==> src/tmrc_pkg.sv <==
// Package of constants and types for the capture/reload timer block
`default_nettype none
package tmrc_pkg;

    // =====================================================================
    // Register indices (byte address is four times the index)
    // =====================================================================
    localparam logic [7:0] IDX_TIMER_CONTROL = 8'hC8; // Mode and flags
    localparam logic [7:0] IDX_RC_LOW        = 8'hCA; // Reload/capture low
    localparam logic [7:0] IDX_RC_HIGH       = 8'hCB; // Reload/capture high
    localparam logic [7:0] IDX_COUNT_LOW     = 8'hCC; // Running count low
    localparam logic [7:0] IDX_COUNT_HIGH    = 8'hCD; // Running count high
    localparam logic [7:0] IDX_IRQ_CONTROL   = 8'hE0; // Enables, clock stop
    localparam logic [7:0] IDX_IRQ_STATUS    = 8'hE1; // Sticky events, W1C
    localparam logic [7:0] IDX_IRQ_MASK      = 8'hE2; // Event mask

    // =====================================================================
    // Field positions
    // =====================================================================
    localparam int IRQC_TIMER_EN_BIT  = 0; // Timer interrupt enable
    localparam int IRQC_GLOBAL_EN_BIT = 1; // Global interrupt enable
    localparam int IRQC_IDLE_STOP_BIT = 2; // Stop timer clock in idle
    localparam int STS_OVF_BIT        = 0; // Overflow event
    localparam int STS_EDGE_BIT       = 1; // Trigger edge event

    // =====================================================================
    // Reset values and counts
    // =====================================================================
    localparam logic [7:0]  RST_BYTE     = 8'h00; // Timer control byte
    localparam logic [15:0] RST_WORD     = 16'h0000; // Count and reload
    localparam logic [1:0]  RST_STS      = 2'h0; // Status and mask
    localparam logic [15:0] COUNT_MAX    = 16'hFFFF; // Wraps after this
    localparam int          PRESCALE_DIV = 2; // System clocks per tick

    // =====================================================================
    // Types
    // =====================================================================
    // Timer control byte, bit 7 first
    typedef struct packed {
        logic overflow_flag;         // Sticky overflow
        logic ext_edge_flag;         // Sticky trigger edge
        logic rx_baud_select;        // Receive baud from this timer
        logic tx_baud_select;        // Transmit baud from this timer
        logic trigger_pin_enable;    // Trigger pin acts
        logic run_control;           // Counting allowed
        logic counter_select;        // 1: count pin edges
        logic capture_reload_select; // 1: capture mode
    } tmrc_ctrl_s;

    // Interrupt control fields
    typedef struct packed {
        logic idle_periph_clock_stop; // Freeze in idle
        logic global_irq_enable;      // Global gate
        logic timer_irq_enable;       // Timer gate
    } tmrc_irqc_s;

endpackage
`default_nettype wire

==> src/tmrc_sync_fall.sv <==
// Three-stage pin synchroniser with agreed falling-edge detection
`default_nettype none
module tmrc_sync_fall #(
    parameter logic IDLE_LEVEL = 1'b1 // Pin level assumed after reset
) (
    input  wire logic hclk,
    input  wire logic hresetn,
    input  wire logic pin_in,
    output logic      fall_pulse
);

    logic s1_q;    // First stage, read only by s2
    logic s2_q;    // Second stage
    logic s3_q;    // Third stage
    logic level_q; // Accepted pin level
    logic agree;   // Second and third stage match

    // A change counts only once two stages agree, filtering a lone glitch
    assign agree = (s2_q == s3_q);

    // =====================================================================
    // Synchroniser chain and accepted level
    // =====================================================================
    always_ff @(posedge hclk or negedge hresetn) begin
        if (!hresetn) begin
            s1_q       <= IDLE_LEVEL;
            s2_q       <= IDLE_LEVEL;
            s3_q       <= IDLE_LEVEL;
            level_q    <= IDLE_LEVEL;
            fall_pulse <= 1'b0;
        end else begin
            s1_q       <= pin_in;
            s2_q       <= s1_q;
            s3_q       <= s2_q;
            level_q    <= agree ? s3_q : level_q;
            fall_pulse <= agree & level_q & ~s3_q;
        end
    end

endmodule
`default_nettype wire

==> src/tmrc_timer.sv <==
// Capture/reload timer with AHB-Lite register slave and interrupt logic
`default_nettype none
module tmrc_timer (
    input  wire logic        hclk,
    input  wire logic        hresetn,
    input  wire logic        hsel,
    input  wire logic [31:0] haddr,
    input  wire logic [1:0]  htrans,
    input  wire logic        hwrite,
    input  wire logic [2:0]  hsize,
    input  wire logic [31:0] hwdata,
    input  wire logic        hready,
    output logic [31:0]      hrdata,
    output logic             hreadyout,
    output logic             hresp,
    input  wire logic        count_input_pin,
    input  wire logic        trigger_pin,
    input  wire logic        idle_mode,
    input  wire logic [1:0]  uart_mode,
    input  wire logic        timer1_overflow,
    output logic             rx_baud_tick,
    output logic             tx_baud_tick,
    output logic             irq
);
    import tmrc_pkg::*;

    // =====================================================================
    // State
    // =====================================================================
    tmrc_ctrl_s  ctrl_q;    // Timer control byte
    tmrc_irqc_s  irqc_q;    // Interrupt control
    logic [15:0] count_q;   // Running count
    logic [15:0] rc_q;      // Reload/capture pair
    logic [1:0]  sts_q;     // Sticky event status
    logic [1:0]  mask_q;    // Event mask
    logic        pre_q;     // Divide-by-two phase
    logic        wr_pend_q; // Write data phase pending
    logic        rd_pend_q; // Read wait state pending
    logic [31:0] addr_q;    // Captured address

    // =====================================================================
    // Bus decode
    // =====================================================================
    // Register hit test on a word-aligned byte address
    function automatic logic reg_hit(input logic [31:0] a,
                                     input logic [7:0]  idx);
        reg_hit = (a == {22'h0, idx, 2'h0});
    endfunction

    logic addr_take; // Valid address phase
    logic wr_go;     // Write applied this cycle
    logic [7:0] wb;  // Write byte
    assign addr_take = hsel & hready & htrans[1];
    assign wr_go     = wr_pend_q;
    assign wb        = hwdata[7:0];

    logic w_ctrl, w_rcl, w_rch, w_cl, w_ch, w_irqc, w_sts, w_mask;
    assign w_ctrl = wr_go & reg_hit(addr_q, IDX_TIMER_CONTROL);
    assign w_rcl  = wr_go & reg_hit(addr_q, IDX_RC_LOW);
    assign w_rch  = wr_go & reg_hit(addr_q, IDX_RC_HIGH);
    assign w_cl   = wr_go & reg_hit(addr_q, IDX_COUNT_LOW);
    assign w_ch   = wr_go & reg_hit(addr_q, IDX_COUNT_HIGH);
    assign w_irqc = wr_go & reg_hit(addr_q, IDX_IRQ_CONTROL);
    assign w_sts  = wr_go & reg_hit(addr_q, IDX_IRQ_STATUS);
    assign w_mask = wr_go & reg_hit(addr_q, IDX_IRQ_MASK);

    // =====================================================================
    // Pin edges
    // =====================================================================
    logic cnt_fall;  // Agreed fall on count pin
    logic trig_fall; // Agreed fall on trigger pin

    tmrc_sync_fall #(.IDLE_LEVEL(1'b1)) u_cnt_sync (
        .hclk       (hclk),
        .hresetn    (hresetn),
        .pin_in     (count_input_pin),
        .fall_pulse (cnt_fall)
    );

    tmrc_sync_fall #(.IDLE_LEVEL(1'b1)) u_trig_sync (
        .hclk       (hclk),
        .hresetn    (hresetn),
        .pin_in     (trigger_pin),
        .fall_pulse (trig_fall)
    );

    // =====================================================================
    // Counting events
    // =====================================================================
    logic stopped;     // Clock to timer held in idle
    logic running;     // Allowed to advance
    logic inc_evt;     // One count step
    logic wrap;        // Count passes its maximum
    logic baud;        // Either baud select set
    logic trig_evt;    // Trigger edge that acts
    logic reload_evt;  // Reload this cycle
    logic capture_evt; // Capture this cycle

    // Stopping means nothing advances: the prescale phase freezes too
    assign stopped  = irqc_q.idle_periph_clock_stop & idle_mode;
    assign running  = ctrl_q.run_control & ~stopped;
    assign inc_evt  = running & (ctrl_q.counter_select ?
                                 cnt_fall :
                                 pre_q);
    assign wrap     = inc_evt & (count_q == COUNT_MAX);
    assign baud     = ctrl_q.rx_baud_select | ctrl_q.tx_baud_select;
    // Pin ignored unless enabled and no baud select
    assign trig_evt = trig_fall & ctrl_q.trigger_pin_enable & ~baud;
    // Baud use forces reload whatever the mode bit says
    assign reload_evt = (wrap & (baud |
                                 ~ctrl_q.capture_reload_select)) |
                        (trig_evt & ~ctrl_q.capture_reload_select);
    assign capture_evt = trig_evt & ctrl_q.capture_reload_select;

    // =====================================================================
    // Next values
    // =====================================================================
    logic [15:0] count_hw; // Count after hardware action
    logic [15:0] count_d;  // Count after byte writes
    logic [15:0] rc_hw;    // Pair after capture
    logic [15:0] rc_d;     // Pair after byte writes
    tmrc_ctrl_s  ctrl_d;   // Control next
    logic        ovf_set;  // Overflow flag set
    logic [1:0]  sts_set;  // Status set terms
    logic [1:0]  sts_d;    // Status next

    // Reload shows in the count one cycle after its event
    assign count_hw = reload_evt ? rc_q :
                      inc_evt    ? count_q + 16'h0001 : count_q;
    // Software byte writes win over counting in the same cycle
    assign count_d  = {w_ch ? wb : count_hw[15:8],
                       w_cl ? wb : count_hw[7:0]};
    assign rc_hw    = capture_evt ? count_q : rc_q;
    assign rc_d     = {w_rch ? wb : rc_hw[15:8],
                       w_rcl ? wb : rc_hw[7:0]};

    assign ovf_set = wrap & ~baud;
    // Flag set beats a software clear in the same cycle
    always_comb begin
        ctrl_d = w_ctrl ? tmrc_ctrl_s'(wb) : ctrl_q;
        ctrl_d.overflow_flag = ctrl_d.overflow_flag | ovf_set;
        ctrl_d.ext_edge_flag = ctrl_d.ext_edge_flag | trig_evt;
    end

    assign sts_set = {trig_evt, ovf_set};
    assign sts_d   = sts_set | (sts_q & ~(w_sts ? wb[1:0] : 2'h0));

    // =====================================================================
    // Read mux
    // =====================================================================
    logic [7:0] rd_byte; // Selected register
    assign rd_byte =
        reg_hit(addr_q, IDX_TIMER_CONTROL) ? ctrl_q          :
        reg_hit(addr_q, IDX_RC_LOW)        ? rc_q[7:0]       :
        reg_hit(addr_q, IDX_RC_HIGH)       ? rc_q[15:8]      :
        reg_hit(addr_q, IDX_COUNT_LOW)     ? count_q[7:0]    :
        reg_hit(addr_q, IDX_COUNT_HIGH)    ? count_q[15:8]   :
        reg_hit(addr_q, IDX_IRQ_CONTROL)   ? {5'h00, irqc_q} :
        reg_hit(addr_q, IDX_IRQ_STATUS)    ? {6'h00, sts_q}  :
        reg_hit(addr_q, IDX_IRQ_MASK)      ? {6'h00, mask_q} :
                                             8'h00; // Unmapped

    // =====================================================================
    // Interrupt and baud terms
    // =====================================================================
    logic req;      // Masked event request
    logic irq_d;    // Gated request
    logic variable; // UART mode 1 or 3
    assign req      = |(sts_q & mask_q);
    assign irq_d    = req & irqc_q.timer_irq_enable &
                      irqc_q.global_irq_enable;
    assign variable = uart_mode[0];
    // The timer's tick is its wrap, with or without the flag being set

    // =====================================================================
    // Bus slave state: writes no wait, reads one wait state
    // =====================================================================
    always_ff @(posedge hclk or negedge hresetn) begin
        if (!hresetn) begin
            wr_pend_q <= 1'b0;
            rd_pend_q <= 1'b0;
            addr_q    <= 32'h0000_0000;
            hreadyout <= 1'b1;
            hrdata    <= 32'h0000_0000;
            hresp     <= 1'b0;
        end else begin
            wr_pend_q <= addr_take & hwrite;
            rd_pend_q <= addr_take & ~hwrite;
            addr_q    <= addr_take ? haddr : addr_q;
            hreadyout <= ~(addr_take & ~hwrite);
            hrdata    <= rd_pend_q ? {24'h000000, rd_byte} : hrdata;
            hresp     <= 1'b0;
        end
    end

    // =====================================================================
    // Timer registers
    // =====================================================================
    always_ff @(posedge hclk or negedge hresetn) begin
        if (!hresetn) begin
            ctrl_q  <= tmrc_ctrl_s'(RST_BYTE);
            count_q <= RST_WORD;
            rc_q    <= RST_WORD;
            pre_q   <= 1'b0;
        end else begin
            ctrl_q  <= ctrl_d;
            count_q <= count_d;
            rc_q    <= rc_d;
            pre_q   <= running ? ~pre_q : pre_q;
        end
    end

    // =====================================================================
    // Interrupt registers and outputs
    // =====================================================================
    always_ff @(posedge hclk or negedge hresetn) begin
        if (!hresetn) begin
            irqc_q       <= tmrc_irqc_s'(3'h0);
            sts_q        <= RST_STS;
            mask_q       <= RST_STS;
            irq          <= 1'b0;
            rx_baud_tick <= 1'b0;
            tx_baud_tick <= 1'b0;
        end else begin
            irqc_q       <= w_irqc ? tmrc_irqc_s'(wb[2:0]) : irqc_q;
            sts_q        <= sts_d;
            mask_q       <= w_mask ? wb[1:0] : mask_q;
            irq          <= irq_d;
            rx_baud_tick <= variable & (ctrl_q.rx_baud_select ?
                                        wrap : timer1_overflow);
            tx_baud_tick <= variable & (ctrl_q.tx_baud_select ?
                                        wrap : timer1_overflow);
        end
    end

    // =====================================================================
    // Checks
    // =====================================================================
    property p_ovf_flag;
        @(posedge hclk) disable iff (!hresetn)
        (wrap && !baud) |=> ctrl_q.overflow_flag;
    endproperty
    a_ovf_flag: assert property (p_ovf_flag)
        else $error("overflow flag not set");

    property p_baud_no_flag;
        @(posedge hclk) disable iff (!hresetn)
        (baud && !ctrl_q.overflow_flag && !w_ctrl) |=>
            !ctrl_q.overflow_flag;
    endproperty
    a_baud_no_flag: assert property (p_baud_no_flag)
        else $error("overflow flag set in baud use");

    property p_edge_flag;
        @(posedge hclk) disable iff (!hresetn)
        trig_evt |=> ctrl_q.ext_edge_flag && sts_q[STS_EDGE_BIT];
    endproperty
    a_edge_flag: assert property (p_edge_flag)
        else $error("edge flag not set");

    property p_pin_ignored;
        @(posedge hclk) disable iff (!hresetn)
        (trig_fall && (!ctrl_q.trigger_pin_enable || baud)) |->
            !reload_evt || wrap;
    endproperty
    a_pin_ignored: assert property (p_pin_ignored)
        else $error("disabled trigger pin acted");

    property p_hold;
        @(posedge hclk) disable iff (!hresetn)
        (!ctrl_q.run_control && !w_cl && !w_ch && !reload_evt) |=>
            $stable(count_q);
    endproperty
    a_hold: assert property (p_hold)
        else $error("count moved while stopped");

    property p_half_rate;
        @(posedge hclk) disable iff (!hresetn)
        (inc_evt && !ctrl_q.counter_select && !w_ctrl) |=> !inc_evt;
    endproperty
    a_half_rate: assert property (p_half_rate)
        else $error("timer mode stepped twice in a row");

    property p_reload;
        @(posedge hclk) disable iff (!hresetn)
        (reload_evt && !w_cl && !w_ch) |=> count_q == $past(rc_q);
    endproperty
    a_reload: assert property (p_reload)
        else $error("reload value not loaded");

    property p_capture;
        @(posedge hclk) disable iff (!hresetn)
        (capture_evt && !w_rcl && !w_rch) |=> rc_q == $past(count_q);
    endproperty
    a_capture: assert property (p_capture)
        else $error("count not captured");

    property p_irq_gate;
        @(posedge hclk) disable iff (!hresetn)
        irq |-> $past(irqc_q.timer_irq_enable) &&
                $past(irqc_q.global_irq_enable) && $past(req);
    endproperty
    a_irq_gate: assert property (p_irq_gate)
        else $error("interrupt raised while gated");

    property p_idle_freeze;
        @(posedge hclk) disable iff (!hresetn)
        (stopped && !w_cl && !w_ch && !reload_evt) |=> $stable(count_q);
    endproperty
    a_idle_freeze: assert property (p_idle_freeze)
        else $error("count moved in idle stop");

    property p_rx_tick;
        @(posedge hclk) disable iff (!hresetn)
        (variable && !ctrl_q.rx_baud_select && timer1_overflow) |=>
            rx_baud_tick;
    endproperty
    a_rx_tick: assert property (p_rx_tick)
        else $error("receive tick missing on timer1 overflow");

    property p_tx_tick;
        @(posedge hclk) disable iff (!hresetn)
        (variable && ctrl_q.tx_baud_select && wrap) |=> tx_baud_tick;
    endproperty
    a_tx_tick: assert property (p_tx_tick)
        else $error("transmit tick missing on timer wrap");

    property p_irq_on;
        @(posedge hclk) disable iff (!hresetn)
        (req && irqc_q.timer_irq_enable && irqc_q.global_irq_enable) |=>
            irq;
    endproperty
    a_irq_on: assert property (p_irq_on)
        else $error("enabled request did not raise interrupt");

endmodule
`default_nettype wire
==> config.mk <==
export PLATFORM = sky130hd
export DESIGN_NAME = tmrc_timer
export DESIGN_NICKNAME = d
export VERILOG_FILES = /design/src/tmrc_pkg.sv /design/src/tmrc_sync_fall.sv /design/src/tmrc_timer.sv
export SDC_FILE = /design/constraint.sdc
export NUM_CORES = 1
export LEC_CHECK = 0
export BUFFER_PORTS_ARGS = -buffer_cell sky130_fd_sc_hd__buf_2
export CAP_MARGIN = 20
export CORE_ASPECT_RATIO = 1.1
export CORE_UTILIZATION = 59
export CTS_CLUSTER_SIZE = 25
export DETAILED_ROUTE_END_ITERATION = 10
export GPL_ROUTABILITY_DRIVEN = 0
export PLACE_DENSITY = 0.85
export SLEW_MARGIN = 10
export SYNTH_ARGS = -nofsm -noshare
export SYNTH_HDL_FRONTEND = slang
export SYNTH_SLANG_ARGS = --single-unit
==> constraint.sdc <==
create_clock -name hclk -period 3.8 [get_ports hclk]
set_clock_uncertainty 0.1 [all_clocks]
set_input_delay 0.38 -clock hclk [delete_from_list [all_inputs] [get_ports hclk]]
set_output_delay 0.38 -clock hclk [all_outputs]
set_load 0.05 [all_outputs]
# ---- Yosys cells after proc, flatten, opt, wreduce, memory -nomap -nowiden
# Index checks and enable logic that the tools add are counted.
dict set report word_totals {
  regBits 104
  inputBits 80
  out_inout_bits 37
  word_cells 120
}
dict set report op_classes {
  addsub 1
  n_eq_ne 11
  mux 20
  bitwise_logic 47
  n_reduce_logical 5
}
# op n
set op_table {}
lappend op_table {{== test 32 x 10 -> 1 bit, second input constant} 8}
lappend op_table {{2-to-1 mux 8 bit} 10}
lappend op_table {{2-to-1 mux 16 bit} 3}
lappend op_table {{bitwise AND 1 bit} 30}
lappend op_table {{adder 16 x 1 -> 16 bit, second input constant} 1}
lappend op_table {{== test 16 bit, second input constant} 1}
lappend op_table {{inverter 1 bit} 8}
lappend op_table {{2-to-1 mux 2 bit} 3}
lappend op_table {{nonzero test 3 bit} 2}
lappend op_table {{bitwise OR 1 bit} 5}
lappend op_table {{bitwise AND 2 bit} 2}
lappend op_table {{nonzero test 2 bit} 2}
lappend op_table {{2-to-1 mux 1 bit} 3}
lappend op_table {{2-to-1 mux 3 bit} 1}
lappend op_table {{== test 1 bit} 2}
lappend op_table {{inverter 2 bit} 1}
lappend op_table {{bitwise OR 2 bit} 1}
lappend op_table {{OR reduction 2 bit} 1}

# ---- Depth between registers and ports, before layout
dict set report logic_depth {
  depth_word 9
  depth_mapped 8
  ltp_nobuf 7
}

# ---- Modules after synthesis
# Synthesis repeated with hierarchy kept, for this count alone.
dict set report unflattened {
  cells_unflattened 523
  area_unflattened_um2 5376.4
}
# module instances cells_per_inst area_each_um2 seq_area_each_um2
set by_module_without_submodules {}
lappend by_module_without_submodules {tmrc_timer 1 509 5078.6 2353.5}
lappend by_module_without_submodules {tmrc_sync_fall 2 7 148.9 130.1}

# ---- Least setup slack after synthesis
# Ideal clock, no wire load.
dict set report synth_timing {
  path_type {register -> register}
  startpoint {register addr_q[11]}
  endpoint {register count_q[14]}
  setup_ns 0.127
  t_arrival_ns 1.972
  required_time_ns 3.573
  path_slack_ns 1.600
  path_stages_with_launch 7
  n_path_buf 1
  synth_period_minus_slack_ns 2.200
  cell_sequence {dfrtp_1 -> nor4b_2 -> nand4_1 -> nor4_4 -> and4_1 -> buf_2 -> mux2_1}
}
dict set report synth_via {
  elab_chain_cells 3
  elab_cells_between_ends 4
  classes_between {eq/ne: 1; mux: 1; bitwise: 1; reduce/logical: 1}
}
# element line_no
set synth_lines {}
lappend synth_lines {{from (decl)} tmrc_timer.sv:39} ;# logic [31:0] addr_q;
lappend synth_lines {{from (signal assigned)} tmrc_timer.sv:189} ;# addr_q <= addr_take ? haddr : addr_q;
lappend synth_lines {{== test 32 x 10 -> 1 bit *} tmrc_timer.sv:47} ;# reg_hit = (a == {22'h0, idx, 2'h0});
lappend synth_lines {{bitwise AND 1 bit *} tmrc_timer.sv:62} ;# assign w_ch = wr_go & reg_hit(addr_q, IDX_COUNT_HIGH);
lappend synth_lines {{nonzero test 3 bit (no line) or 2-to-1 mux 8 bit (tied branches)} -}
lappend synth_lines {{to (signal assigned)} tmrc_timer.sv:207} ;# count_q <= count_d;
lappend synth_lines {{to (decl)} tmrc_timer.sv:32} ;# logic [15:0] count_q;
# Mark *: on every way between the ends. The rest lies on a longest branch, timed or not.
# A chain may end at the register's enable or synchronous reset.

# ---- Worst setup path after layout
dict set report layout_timing {
  startpoint {register addr_q[11]}
  endpoint {register rc_q[15]}
}
dict set report layout_via {
  elab_chain_cells 3
  elab_cells_between_ends 4
  classes_between {eq/ne: 1; mux: 1; bitwise: 1; reduce/logical: 1}
}
# element line_no
set layout_lines {}
lappend layout_lines {{== test 32 x 10 -> 1 bit *} tmrc_timer.sv:47}
lappend layout_lines {{bitwise AND 1 bit *} tmrc_timer.sv:60} ;# assign w_rch = wr_go & reg_hit(addr_q, IDX_RC_HIGH);
lappend layout_lines {{2-to-1 mux 8 bit or nonzero test 2 bit (tied branches)} -}
lappend layout_lines {{to (signal assigned)} tmrc_timer.sv:208} ;# rc_q <= rc_d;
lappend layout_lines {{to (decl)} tmrc_timer.sv:33} ;# logic [15:0] rc_q;
# Marked as above.

==> qor.txt <==
Status: completed
Combinational power share: 22.4%
# rows: 36
Sequential group share of total power: 54.2%
Global-route wire length before repair: 21600 um
Clock Path Buffers: 2
Worst setup SP type: flop
Post-DP HPWL: 9560 um
Area Growth Syn to Fin: 9.35%
Total negative setup slack: 0 ns
Post-CTS sizing: 0
Switching part of the total power: 35.5%
Final Cycle Share: 81.0%
Initial core utilization: 61.4%
IO Pins: 117
RSZ-0062 raised after global routing: false
Drc violations: 0
Crit end category: flop
DRT Wirelength: 13400 um
Internal power: 1.84 mW
DRT Pass-1 Iters: 7
Min Tclk post-route: 3.08 ns
Post-Syn Instances: 544
Clock Pin Slew Worst Setup and Hold Paths: 0.10 ns
Vias/cell: 6.32
Die H: 103 um
Clock Latency Late Sink: 0.38 ns
Worst-Margin Slew: 1.18 ns
Max_slew headroom: 20.5%
Number of port buffers: 62
Synthesized area: 5500 um^2
Diode count: 0
Iteration-0 DRC Markers: 490
Overall Power: 2.86 mW
Avg WL per Cell: 18.7 um
Number of global-route vias before repair: 4358
Grt ovf: 0
Final slew viol count: 0
Worst Hold Class: input pin to asynchronous set/reset pin
#FFs+latches synth: 104
Ys Warns: 0
Post-synth cell types: 66
CTS tree: done
Sequential share of the synthesized area: 47.5%
Root buf cell: clkbuf_8
VDD IR max: 0.000276 V
CP max FO: 16
Clock sinks: 104
Nets: 680
H-tree levels: 3
Leak: 2.63 nW
Post-synth top flop: dfrtp_1
Final setup viols: 0
Final core utilization: 67.1%
Vias: 4536
Switch Pwr: 1.02 mW
P per Cell Area: 475 nW/um^2
FMAX: 325 MHz
EDFF count, synth: 0
Fraction of layout cells with a size suffix above 1: 24.2%
Die W: 94.1 um
Num CTS Buffers: 9
Area of the core: 8960 um^2
Mean Syn Cell Area: 10.1 um^2
WS Path Type: flop to flop
Ys async rst share: 100%
R2r setup slk: 0.72 ns
Full die area: 9720 um^2
Data arrival, critical path: 3.21 ns
Clock power frac: 23.3%
Routed Antenna Nets: 0
Pin count of the biggest net entering global routing: 80
Place WS: 0.853 ns
Hold Fails Final Rpt: 0
Max_cap viols: 0
Initial antenna violation count: 0
Tot GR Track Use: 29.3%
CP Data Required Time: 3.93 ns
PnR worst setup slack: 0.724 ns
==> through the flow <==
step	instance area, um^2	cells	hold slack, ns
floorplan	5590	568	-0.0156
global placement	5810	700	0.246
detailed placement	5810	700	0.247
CTS	6020	718	0.0905
global route	6020	718	0.116
finish	6020	718	0.0632
==> flip-flops by register name (all words and copies together), names as in the netlist, 2 cells and up <==
signal,cells
sts_q,2
irqc_q,3
hrdata,8
count_q,16
rc_q,16
ctrl_q,8
mask_q,2
addr_q,32
==> kinds of logic (layout without fill, tap and decap cells) <==
group | after synthesis | count (layout) | synth area share [%]
other | 1 | 25 | 0.0681
and+or+nand+nor | 184 | 184 | 17.7
xor gates and xnor gates | 6 | 6 | 0.955
adders and majority gates | 3 | 3 | 0.591
muxes | 72 | 72 | 14.2
AOI/OAI and AO/OA | 110 | 110 | 12.7
buffers and inverters | 64 | 100 | 6.28
DFF | 104 | 104 | 47.5
==> what timing repair did <==
action / in CTS / in global routing
hold buffers: 2 / 0
endpoints found under the hold margin: 2 / 0
setup buffers: 0 / 0
==> layout make-up <==
class	instances	area [um^2]
Fill cell	716	2950
Multi-Input combinational cell	400	2630
Sequential cell	104	2610
Timing Repair Buffer	73	400
Tap cell	114	143
Clock buffer	10	138
Clock inverter	6	47.5
Inverter	11	41.3
==> Yosys cell counts, drive strengths merged, types with 5 or more instances <==
| cell | instances | area share, % |
|---|---|---|
| o22ai | 6 | 0.68 |
| o211ai | 5 | 0.68 |
| mux2 | 47 | 9.6 |
| dfstp | 9 | 4.3 |
| mux2i | 25 | 4.5 |
| a31oi | 8 | 0.91 |
| nand4 | 10 | 1.3 |
| o21ai | 24 | 2.2 |
| and3 | 14 | 1.6 |
| nor2 | 51 | 3.5 |
| inv | 11 | 0.75 |
| nor3 | 9 | 0.91 |
| nand3 | 21 | 1.9 |
| nand2 | 40 | 2.7 |
| dfrtp | 95 | 43 |
| clkbuf | 21 | 1.4 |
| nor4 | 11 | 1.8 |
| buf | 32 | 4.1 |
| a21oi | 36 | 3.3 |
==> critical path, cell delays in order, from the launching register on <==
cell and delay (ns):
dfrtp_1 0.40, nor4b_2 0.32, nand4_1 0.51, nor4_2 0.80, nand2_1 0.51, nor2_1 0.22
a21oi_1 0.07
==> power groups by stage <==
stage | Sequential, mW | Combinational [mW] | Clock [mW]
after floorplan | 1.46 | 0.545 | 0
after global placement | 1.55 | 0.605 | 0
after detailed placement | 1.56 | 0.631 | 0
after CTS | 1.54 | 0.636 | 0.670
after global routing | 1.57 | 0.709 | 0.714
final | 1.55 | 0.641 | 0.667
==> layout by cell type, fill, tap and decap left out, types with 12 or more instances in the layout <==
master and n:
and3_1 14, buf_2 61, nor2_1 51, o21ai_0 12, mux2_2 38, nand2_1 40, nand3_1 21, conb_1 25
o21ai_1 12, mux2i_1 25, dfrtp_1 95, a21oi_1 35
==> path summary, 6_finish.rpt <==
| check | end | cells past startpoint | startpoint |
|---|---|---|---|
| min in group hclk | rx_baud_tick | 2 | uart_mode[0] |
| max in group asynchronous | hreadyout | 2 | hresetn |
| hold / removal | mask_q[0] | 1 | hresetn |
| setup reg to reg | rc_q[15] | 6 | addr_q[11] |
| hold reg to reg | u_trig_sync.s2_q | 0 | u_trig_sync.s1_q |
| setup / recovery | rc_q[15] | 6 | addr_q[11] |
==> layer usage <==
layer	vias to the layer above	track usage [%]	share of wire [%]
met5	-	0	0
met1	2176	37.3	39
met4	0	14.3	4.1
met3	43	5.77	8.1
met2	272	48.5	49
li1	2045	-	-
No activity file was read; power rests on OpenSTA's default activity.
